===== config.mk =====
export PLATFORM = sky130hd
export DESIGN_NAME = sbtc_timer
export DESIGN_NICKNAME = d
export VERILOG_FILES = /design/src/hw/sbtc_pkg.sv /design/src/hw/sbtc_timer.sv /design/src/hw/sbtc_edge_detect.sv /design/src/hw/sbtc_status_flags.sv
export SDC_FILE = /design/constraint.sdc
export NUM_CORES = 1
export LEC_CHECK = 0
export ABC_AREA = 1
export CAP_MARGIN = 20
export CORE_UTILIZATION = 30
export CTS_CLUSTER_DIAMETER = 150
export CTS_CLUSTER_SIZE = 28
export DETAILED_ROUTE_END_ITERATION = 10
export DONT_BUFFER_PORTS = 1
export GPL_TIMING_DRIVEN = 0
export PLACE_DENSITY = 0.52
export SYNTH_ARGS = -nofsm -noshare
export SYNTH_HDL_FRONTEND = slang
export SYNTH_HIERARCHICAL = 1
export SYNTH_SLANG_ARGS = --single-unit

===== constraint.sdc =====
create_clock -name clk -period 4.8 [get_ports clk]
set_input_delay 0.96 -clock clk [delete_from_list [all_inputs] [get_ports clk]]
set_output_delay 0.96 -clock clk [all_outputs]
set_load 0.02 [all_outputs]

===== src/hw/sbtc_pkg.sv =====
/*
  Shared constants and types for the sixteen-bit timer channel.
  Assumes one system clock; every input is synchronous to it except the capture pin.
*/
package sbtc_pkg;
  // Configuration value that selects independent 16-bit halves
  localparam logic [2:0] SBTC_CFG_16BIT = 3'h4;
  // Timer mode field encodings
  localparam logic [1:0] SBTC_MODE_ONESHOT = 2'h1;
  localparam logic [1:0] SBTC_MODE_PERIODIC = 2'h2;
  localparam logic [1:0] SBTC_MODE_CAPTURE = 2'h3;
  // Edge select field encodings
  localparam logic [1:0] SBTC_EDGE_RISE = 2'h0;
  localparam logic [1:0] SBTC_EDGE_FALL = 2'h1;
  localparam logic [1:0] SBTC_EDGE_BOTH = 2'h3;
  // Reset values
  localparam logic [15:0] SBTC_LOAD_RESET = 16'hffff;
  localparam logic [15:0] SBTC_COUNT_RESET = 16'hffff;
  localparam logic [7:0] SBTC_PRESCALE_RESET = 8'h00;
  localparam logic [15:0] SBTC_ZERO16 = 16'h0000;
  localparam logic [7:0] SBTC_ZERO8 = 8'h00;
  // Status flag positions
  localparam int SBTC_FLAG_TIMEOUT = 0;
  localparam int SBTC_FLAG_MATCH = 1;
  localparam int SBTC_FLAG_EVENT = 2;
  localparam int SBTC_NUM_FLAGS = 3;
  // Decoded operating mode
  typedef enum logic [2:0] {
    SBTC_OP_IDLE,
    SBTC_OP_TIMER,
    SBTC_OP_COUNT,
    SBTC_OP_TIME,
    SBTC_OP_PWM
  } sbtc_op_t;
endpackage


===== src/hw/sbtc_timer.sv =====
/*
  One 16-bit timer half: one-shot, periodic, edge count, edge time and PWM.
  Assumes control bits are held by software as levels and writes come as one-cycle strobes;
  a debugger halt indication arrives synchronous to clk.
*/
`timescale 1ns/100ps
// Functional notes
// - Channel works only while the configuration value is 0x4.
// - One-shot and periodic count down 16 bits, extended by an 8-bit prescaler.
// - Mode field 0x1 selects one-shot, 0x2 selects periodic.
// - Enabled counter counts down; the cycle after zero it reloads load and prescale.
// - One-shot stops and clears enable at zero; periodic keeps counting.
// - Each zero sets the timeout flag, held until software clears it.
// - Unmasked timeout also sets the masked flag and raises an interrupt.
// - Timeout trigger to the converter only when its enable bit is set.
// - Writing the load value while running restarts the count from it next cycle.
// - With debug stall set, counting freezes while the processor is halted.
// - Edge count, edge time and PWM use the bare 16-bit counter.
// - Capture bit 0 counts rising, falling or both edges downward.
// - Each selected edge decrements by one; reaching match sets the match flags.
// - After match, reload from load value, clear enable, ignore edges until re-enabled.
// - Capture bit 1 runs a free down-counter from the load value, 0xFFFF at reset.
// - Each selected edge captures the count and sets the event flags.
// - Edge time keeps running until disabled and reloads at zero.
// - A captured count stays until the next selected edge replaces it.
// - PWM needs alternate select 1, capture bit 0 and mode field 0x2.
// - PWM counts down, reloads after zero, and raises no flags.
// - PWM goes active at the load value, inactive at match; invert bit flips it.
module sbtc_timer (
  input wire logic clk,
  input wire logic srst,
  input wire logic ce,
  input wire logic [2:0] config_reg,
  input wire logic [1:0] timer_mode_field,
  input wire logic capture_mode_bit,
  input wire logic alternate_mode_select,
  input wire logic [1:0] edge_select,
  input wire logic adc_trigger_enable,
  input wire logic debug_stall_bit,
  input wire logic pwm_invert_bit,
  input wire logic debug_halt,
  input wire logic enable_set,
  input wire logic enable_clear,
  input wire logic load_write,
  input wire logic [15:0] load_data,
  input wire logic prescale_write,
  input wire logic [7:0] prescale_data,
  input wire logic [15:0] match_reg,
  input wire logic [2:0] interrupt_mask_reg,
  input wire logic [2:0] interrupt_clear_reg,
  input wire logic capture_compare_pin_in,
  output logic capture_compare_pin_out,
  output logic capture_compare_pin_oe,
  output logic count_enable_bit,
  output logic [15:0] timer_value_reg,
  output logic [15:0] interval_load_reg,
  output logic [7:0] prescale_reg,
  output logic [2:0] raw_status_reg,
  output logic [2:0] masked_status_reg,
  output logic timer_irq,
  output logic adc_trigger
);
  import sbtc_pkg::*;

  typedef struct packed {
    logic [15:0] count;
    logic [7:0] pre;
    logic [15:0] load;
    logic [7:0] pre_load;
    logic [15:0] value;
    logic en;
    logic pwm_level;
    logic pwm_out;
    logic pwm_oe;
    logic adc;
  } sbtc_state_t;

  sbtc_state_t state;
  sbtc_state_t next_state;
  sbtc_op_t op;
  logic pin_rise;
  logic pin_fall;
  logic edge_hit;
  logic running;
  logic [15:0] count_dec;
  logic [SBTC_NUM_FLAGS-1:0] flag_set;

  function automatic sbtc_op_t decode_op(input logic [2:0] cfg, input logic [1:0] mode,
                                         input logic cmr, input logic ams);
    sbtc_op_t res;
    res = SBTC_OP_IDLE;
    if (cfg == SBTC_CFG_16BIT) begin
      if (ams && !cmr && mode == SBTC_MODE_PERIODIC) begin
        res = SBTC_OP_PWM;
      end else if (mode == SBTC_MODE_ONESHOT || mode == SBTC_MODE_PERIODIC) begin
        res = SBTC_OP_TIMER;
      end else if (mode == SBTC_MODE_CAPTURE) begin
        res = cmr ? SBTC_OP_TIME : SBTC_OP_COUNT;
      end
    end
    return res;
  endfunction

  function automatic logic edge_selected(input logic [1:0] sel, input logic r, input logic f);
    logic res;
    res = 1'b0;
    case (sel)
      SBTC_EDGE_RISE: res = r;
      SBTC_EDGE_FALL: res = f;
      SBTC_EDGE_BOTH: res = r | f;
      default: res = 1'b0;
    endcase
    return res;
  endfunction

  sbtc_edge_detect u_edge (
    .clk(clk),
    .srst(srst),
    .ce(ce),
    .pin_in(capture_compare_pin_in),
    .rise(pin_rise),
    .fall(pin_fall)
  );

  assign op = decode_op(config_reg, timer_mode_field, capture_mode_bit, alternate_mode_select);
  assign edge_hit = edge_selected(edge_select, pin_rise, pin_fall);
  // A halted processor freezes the count only when stall is requested
  assign running = state.en & ~(debug_stall_bit & debug_halt);
  assign count_dec = state.count - 16'h0001;

  always_comb begin
    next_state = state;
    next_state.adc = 1'b0;
    flag_set = '0;
    if (enable_set) begin
      next_state.en = 1'b1;
    end
    if (enable_clear) begin
      next_state.en = 1'b0;
    end
    if (prescale_write) begin
      next_state.pre_load = prescale_data;
    end
    if (load_write) begin
      next_state.load = load_data;
    end
    case (op)
      SBTC_OP_TIMER: begin
        if (running) begin
          if (state.count == SBTC_ZERO16 && state.pre == SBTC_ZERO8) begin
            // Zero state: reload both stages and time out
            next_state.count = state.load;
            next_state.pre = state.pre_load;
            flag_set[SBTC_FLAG_TIMEOUT] = 1'b1;
            next_state.adc = adc_trigger_enable;
            if (timer_mode_field == SBTC_MODE_ONESHOT) begin
              next_state.en = 1'b0;
            end
          end else if (state.pre == SBTC_ZERO8) begin
            // Prescaler wraps and steps the 16-bit count
            next_state.pre = state.pre_load;
            next_state.count = count_dec;
          end else begin
            next_state.pre = state.pre - 8'h01;
          end
        end
      end
      SBTC_OP_COUNT: begin
        // Disabled counter ignores edges
        if (running && edge_hit) begin
          next_state.count = count_dec;
          if (count_dec == match_reg) begin
            flag_set[SBTC_FLAG_MATCH] = 1'b1;
            next_state.count = state.load;
            next_state.en = 1'b0;
          end
        end
      end
      SBTC_OP_TIME: begin
        if (running) begin
          // Free running, reloads at zero until disabled
          next_state.count = (state.count == SBTC_ZERO16) ? state.load : count_dec;
          if (edge_hit) begin
            next_state.value = state.count;
            flag_set[SBTC_FLAG_EVENT] = 1'b1;
          end
        end
      end
      SBTC_OP_PWM: begin
        if (running) begin
          // Bare 16-bit counter, no flags
          next_state.count = (state.count == SBTC_ZERO16) ? state.load : count_dec;
          if (state.count == state.load) begin
            next_state.pwm_level = 1'b1;
          end else if (state.count == match_reg) begin
            next_state.pwm_level = 1'b0;
          end
        end
      end
      default: begin
      end
    endcase
    // A load write overrides the step, so counting resumes from the new value
    if (load_write) begin
      next_state.count = load_data;
      next_state.pre = next_state.pre_load;
    end
    // Prescaler stays parked outside the plain timer modes
    if (op != SBTC_OP_TIMER) begin
      next_state.pre = SBTC_ZERO8;
    end
    // Outside edge time the value register mirrors the live count
    if (op != SBTC_OP_TIME) begin
      next_state.value = next_state.count;
    end
    next_state.pwm_oe = (op == SBTC_OP_PWM);
    next_state.pwm_out = (op == SBTC_OP_PWM) & (next_state.pwm_level ^ pwm_invert_bit);
    if (op != SBTC_OP_PWM) begin
      next_state.pwm_level = 1'b0;
    end
  end

  always_ff @(posedge clk) begin
    if (srst) begin
      state.count <= SBTC_COUNT_RESET;
      state.pre <= SBTC_PRESCALE_RESET;
      state.load <= SBTC_LOAD_RESET;
      state.pre_load <= SBTC_PRESCALE_RESET;
      state.value <= SBTC_COUNT_RESET;
      state.en <= 1'b0;
      state.pwm_level <= 1'b0;
      state.pwm_out <= 1'b0;
      state.pwm_oe <= 1'b0;
      state.adc <= 1'b0;
    end else if (ce) begin
      state <= next_state;
    end
  end

  sbtc_status_flags u_flags (
    .clk(clk),
    .srst(srst),
    .ce(ce),
    .set(flag_set),
    .clear(interrupt_clear_reg),
    .mask(interrupt_mask_reg),
    .raw(raw_status_reg),
    .masked(masked_status_reg),
    .irq(timer_irq)
  );

  assign capture_compare_pin_out = state.pwm_out;
  assign capture_compare_pin_oe = state.pwm_oe;
  assign count_enable_bit = state.en;
  assign timer_value_reg = state.value;
  assign interval_load_reg = state.load;
  assign prescale_reg = state.pre_load;
  assign adc_trigger = state.adc;
endmodule


===== src/hw/sbtc_edge_detect.sv =====
/*
  Capture pin synchroniser and edge detector.
  Assumes the pin is asynchronous; edge pulses are one clock wide and qualified by ce.
*/
`timescale 1ns/100ps
module sbtc_edge_detect (
  input wire logic clk,
  input wire logic srst,
  input wire logic ce,
  input wire logic pin_in,
  output logic rise,
  output logic fall
);
  import sbtc_pkg::*;

  typedef struct packed {
    logic meta;
    logic sync;
    logic prev;
  } sbtc_sync_t;

  sbtc_sync_t state;
  sbtc_sync_t next_state;

  // Only the second stage reads the first one
  always_comb begin
    next_state = state;
    next_state.meta = pin_in;
    next_state.sync = state.meta;
    next_state.prev = state.sync;
  end

  always_ff @(posedge clk) begin
    if (srst) begin
      state <= '0;
    end else if (ce) begin
      state <= next_state;
    end
  end

  // Two cycles of stable level after an edge are assumed, so no edge is missed
  assign rise = ce & state.sync & ~state.prev;
  assign fall = ce & ~state.sync & state.prev;
endmodule


===== src/hw/sbtc_status_flags.sv =====
/*
  Sticky raw status flags with mask and a combined interrupt request.
  Assumes set and clear are one-cycle pulses; a set in the clearing cycle wins.
*/
`timescale 1ns/100ps
module sbtc_status_flags (
  input wire logic clk,
  input wire logic srst,
  input wire logic ce,
  input wire logic [sbtc_pkg::SBTC_NUM_FLAGS-1:0] set,
  input wire logic [sbtc_pkg::SBTC_NUM_FLAGS-1:0] clear,
  input wire logic [sbtc_pkg::SBTC_NUM_FLAGS-1:0] mask,
  output logic [sbtc_pkg::SBTC_NUM_FLAGS-1:0] raw,
  output logic [sbtc_pkg::SBTC_NUM_FLAGS-1:0] masked,
  output logic irq
);
  import sbtc_pkg::*;

  typedef struct packed {
    logic [SBTC_NUM_FLAGS-1:0] raw;
    logic [SBTC_NUM_FLAGS-1:0] masked;
    logic irq;
  } sbtc_flag_t;

  sbtc_flag_t state;
  sbtc_flag_t next_state;
  logic [SBTC_NUM_FLAGS-1:0] next_raw;

  genvar i;
  generate
    for (i = 0; i < SBTC_NUM_FLAGS; i++) begin : g_flag
      // Held until cleared; new event beats the clear
      assign next_raw[i] = set[i] | (state.raw[i] & ~clear[i]);
    end
  endgenerate

  always_comb begin
    next_state = state;
    next_state.raw = next_raw;
    next_state.masked = next_raw & mask;
    next_state.irq = |(next_raw & mask);
  end

  always_ff @(posedge clk) begin
    if (srst) begin
      state <= '0;
    end else if (ce) begin
      state <= next_state;
    end
  end

  assign raw = state.raw;
  assign masked = state.masked;
  assign irq = state.irq;
endmodule


Word-level counts from Yosys, hierarchy flattened
Cells that the tools add are included.

Bits in registers: 79. Logic and storage cells: 123.

Add/subtract/negate cells: 2. Equality and inequality tests: 16. Muxes and demuxes: 48. Bitwise gates (word level): 22. Reduce and logical (&&, ||, !) cells: 19.

Operators with widths (number): $mux W16 (9); $mux W24 (3); $eq A16 B16 Y1 (3); $pmux W16 S3 (1); $mux W8 (4); $mux W1 (25); $logic_not A16 Y1 (1); $sub A16 B1 Y16 const B (1); $and A1 B1 Y1 (10); $logic_not A8 Y1 (1); $sub A8 B1 Y8 const B (1); $eq A2 B2 Y1 const B (3); $eq A3 B2 Y1 const B (2); $eq A3 B3 Y1 const B (2); $mux W3 (2); $not A1 Y1 (6); $reduce_bool A2 Y1 (3); $reduce_bool A3 Y1 (2); $eq A2 B1 Y1 const B (2); $logic_and A1 B1 Y1 (4); $mux W2 (2); $or A1 B1 Y1 (4); $reduce_and A4 Y1 (1); $and A3 B3 Y3 (1); other kinds (14) (14).

Longest topological paths before layout
Word-level depth: 11. Gate-level depth with buffers: 21. Mapped depth without buffers: 20.

By module
Netlist, hierarchy kept.

Modules (own cells, without submodules): sbtc_timer (instances 1, cells each 1063, area an instance 6188.4 µm², seq. area each 1381.3 µm²); sbtc_status_flags (instances 1, cells each 47, area an instance 312.8 µm², seq. area each 140.1 µm²); sbtc_edge_detect (instances 1, cells each 17, area an instance 120.1 µm², seq. area each 60.1 µm²).

Worst setup path after synthesis
Ideal clock, no wire load.

Kind: input to register. From: input port timer_mode_field[0]. To: register state[52] (netlist name). Setup time: 0.132 ns. Data arrival time: 2.736 ns. Data required time: 4.668 ns. Slack: 1.931 ns. Stages on the path: 10. Path buffers: 0. Cell sequence: inv_1 -> ha_1 -> nand3b_1 -> nor2_1 -> inv_1 -> o31ai_1 -> or2_2 -> inv_1 -> nand2_1 -> a21oi_1.

Word-level cells in the longest chain between the ends: 8. Elaborated cells between the ends (all ways): 15.

Ends and longest elaborated chain: start, declared (line sbtc_timer.sv:34) `input wire logic [1:0] timer_mode_field,`; $eq A2 B2 Y1, or another cell as far along (line sbtc_timer.sv:97) `end else if (mode == SBTC_MODE_CAPTURE) begin`; $mux W2 or $logic_or A1 B1 Y1 (tied branches) (line sbtc_timer.sv:97, sbtc_timer.sv:95); $mux W2 (line sbtc_timer.sv:95) `end else if (mode == SBTC_MODE_ONESHOT || mode == SBTC_MODE_PERIODIC) begin`; $mux W3 * (line sbtc_timer.sv:93) `if (ams && !cmr && mode == SBTC_MODE_PERIODIC) begin`; $mux W3 * (line sbtc_timer.sv:92) `if (cfg == SBTC_CFG_16BIT) begin`; $ne A3 B1 Y1 or $eq A3 B1 Y1 (tied branches) (line sbtc_timer.sv:209, sbtc_timer.sv:147); $reduce_bool A3 Y1 (no line); $reduce_and A3 Y1 (no line); end signal, assigned (line sbtc_timer.sv:236) `state <= next_state;`; end, declared (line sbtc_timer.sv:78) `sbtc_state_t state;`.

Every way passes the cells marked *; elsewhere a longest branch is shown, timed or not. A chain may end at the register's enable or synchronous reset.

Worst setup path in the final report
From: input port debug_stall_bit. To: register state, in the netlist timer_value_reg[10].

Word-level cells in the longest chain between the ends: 8. Elaborated cells between the ends (all ways): 12.

Ends and longest elaborated chain: start, declared (line sbtc_timer.sv:39) `input wire logic debug_stall_bit,`; $and A1 B1 Y1 * (line sbtc_timer.sv:128) `assign running = state.en & ~(debug_stall_bit & debug_halt);`; $not A1 Y1 * (line sbtc_timer.sv:128); $and A1 B1 Y1 * (line sbtc_timer.sv:128); $logic_and A1 B1 Y1 (line sbtc_timer.sv:170) `if (running && edge_hit) begin`; $mux W16 (line sbtc_timer.sv:170); $pmux W16 S3 (line sbtc_timer.sv:147) `case (op)`; $mux W24 (line sbtc_timer.sv:204) `if (load_write) begin`; $mux W16 (line sbtc_timer.sv:213) `if (op != SBTC_OP_TIME) begin`.

Every way passes the cells marked *; elsewhere a longest branch is shown, timed or not. The select of a mux whose other input is x is not followed.

==> out/results.ini <==
[outcome]
status = completed

[cells_and_area]
layoutNonFillerInstCount = 1419
fill_cells = 2435
largest_reg_flops = 25
layout_common_cells = 391 x nand2_1, 125 x a21oi_1, 88 x inv_1, 79 x dfxtp_1, 77 x nand3_1
diodes = 0
layout-drive-gt1-share = 0.101
nNetsFinal = 1211
final_common_cell = nand2_1
syn2layout_area_growth_pct = 9.92

[cts]
clockBufferDepth = 2
cts_made_buffers = 9
cts_tree = built
cts_root_buffer = clkbuf_16
clkTransAtPathRegs_ns = 0.07
htreeDepth = 3
cts_setup_buffers = 0
cts.sinks = 79
cts_resized = 0
clk_latency_ns = 0.37
cts_hold_buf = 0

[global_routing]
grt_start_max_net_pins = 15
track_usage = 0.225
antenna_found_initial = 0
grt_pass1_vias = 6619
grt-ovfl-total = 0
grt_pass1_wl_mm = 38.0

[worst_setup_path]
ff2ff_path_depth = 16
path_common_cell = nand2_1
cp_slowest_cell = a21oi_1
cp.depth = 14
critPathRequiredTime_ns = 5.10
cp-end-kind = flop
crit_buf_inv = 4
cp_data_arrival_time_ns = 3.55
startpoint_type = input port
critPathKind = in2reg
critPathMaxStageDelay_ns = 0.67
crit_fanout = 10
crit_family = compound AO/OA/AOI/OAI gates
worst-r2r-setup-slack_ns = 1.59
critical_path.cell_chain = a21oi_1 -> inv_1 -> a21oi_1 -> o21a_1 -> buf_2 -> inv_2 -> buf_1 -> a21oi_1 -> nand2_1 -> nand2_1 -> nand2_1 -> nand3_1 -> nand2_1 -> nand2_1

[die]
die_w_microns = 151
dieArea_sq_mm = 0.0227
io_pins = 118
core_sq_mm = 0.0214
std_cell_rows = 53
start_util = 0.310
fp.dieH_microns = 151

[power]
p_clk_frac = 0.378
vdd.ir_drop.worst_mv = 0.151
seqPwrFrac = 0.378
power_uw = 1980
switching_share = 0.354
p_int_uw = 1280
pwr-share-comb = 0.244
cellPowerDensity_mw_per_mm2 = 272
leakage_uw = 0.00344
power.switching_uw = 700

[worst_hold_path]
hp-class = reg2reg
min_path_cells = 2

[route]
wl_met2_mm = 10.9
vias = 7286
m1WireLength_mm = 11.1
via_per_inst = 5.13
first_pass_iters = 6
first_iter_violations = 694
drc = 0
ant_nets = 0
top_layer_used = met4
routedWlPerCell_microns = 17.9
drt_wl_total_mm = 25.3
route.met3.wl_mm = 2.67

[logic_synthesis]
avgSynthCellArea_sq_um = 5.88
ys_types = 43
synth_edf_count = 0
yosysWarnings = 6
synthCells = 1127
synthTopCellsByArea = dfxtp_1 24%, nand2_1 22%, a21oi_1 9.4%
synth_seq_cells = 79
synth_area_leader_cell = dfxtp_1
yosysTopAreaCellShare = 0.239
syn_nets = 1199
netlist_area_sq_mm = 0.00662
synthFlopType = dfxtp_1
yosysSeqAreaShare = 0.239
synth-async-reset-ratio = 0

[sta]
period_share = 0.676
hold_violations = 0
setup_viol = 0
rsz0062_at_grt = no
max_slew.worst_pin.slew_ns = 0.859
fin_setup_tns_ns = 0
maxClockFrequency_mhz = 308
min_period_ns = 3.24
drv_slew = 0
slew_headroom = 0.427
skew_ns = 0.0196

[placement]
dp_hpwl_mm = 19.1
routabilityCongestion = 0.925
dpl.cell_count = 1402
numPortBuffers = 0

[run]
drv_cap = 0

==> per-stage QoR <==
stage,util,instance area (sq um),setup slack (ns),hold slack [ns]
floorplan,-,6620,1.93,0.442
global placement,0.326,6970,1.11,0.455
detailed placement,0.326,6970,1.17,0.457
CTS,0.341,7270,1.54,0.467
global route,0.341,7280,1.32,0.488
finish,0.341,7280,1.56,0.470
==> worst register-to-register path, cell delays in order (launching register included) <==
cell and delay (ns):
dfxtp_1 0.40, inv_1 0.24, ha_1 0.33, nand3_4 0.16, nor2_2 0.26, nand2_1 0.19, clkbuf_1 0.30, o21ai_0 0.34
nor2_1 0.06, o21ai_0 0.19, nand2_1 0.08, a21oi_1 0.13, nand2_1 0.09, nand2_1 0.09, nand3_1 0.07, nand2_1 0.12
nand2_1 0.06
==> cell usage after synthesis, drive strengths merged (2+ instances only) <==
cell type,number
xor2,22
nor3b,2
dfxtp,79
a21oi,126
mux2i,8
ha,5
xnor2,9
o21ai,55
o2bb2ai,3
nand4,9
nand2,396
o211ai,19
nand3,79
or2,7
o221ai,6
inv,97
nor2,82
buf,65
nor4,3
o22ai,6
clkbuf,35
nor3,8
==> power groups by stage <==
stage	clock network (uW)	logic, uW	registers, uW
5_1_grt	784	532	753
2_1_floorplan	0	367	743
3_3_place_gp	0	475	762
4_1_cts	761	476	747
6_report	749	482	747
3_5_place_dp	0	474	762
==> path summary, 6_finish.rpt <==
check                                     end              startpoint
max          timer_value_reg[10]$_SDFFE_PP1P_         debug_stall_bit
min                     state[3]$_SDFFE_PP0P_   state[3]$_SDFFE_PP0P_
max reg2reg  timer_value_reg[10]$_SDFFE_PP1P_  state[54]$_SDFFE_PP1P_
min reg2reg             state[3]$_SDFFE_PP0P_   state[3]$_SDFFE_PP0P_
==> layout make-up <==
type,instances,area (sq um),share of cell area
multi-input cells,851,4100,0.563
clock inverters,6,68.8,0.00946
well taps,275,344,0.0473
plain buffers,100,581,0.0798
clock buffers,10,239,0.0328
repair buffers,1,5.00,0.000688
inverters,97,364,0.0500
flip-flops and latches,79,1580,0.217
==> kinds of logic after synthesis <==
logic type / count (synthesis) / synth area share
mux: 8 / 0.0121
compound gates: 219 / 0.181
flops: 79 / 0.239
buf+inv: 197 / 0.143
fa+ha+maj: 5 / 0.00945
simple gates: 588 / 0.375
xor+xnor: 31 / 0.0410
==> routing by layer <==
layer | up-vias | GRT usage
met4 | 0 | 0.0869
met5 | - | 0
li1 | 3631 | -
met1 | 3292 | 0.302
met2 | 319 | 0.344
met3 | 44 | 0.0564
Note: power is estimated with default switching activity, not from simulation.
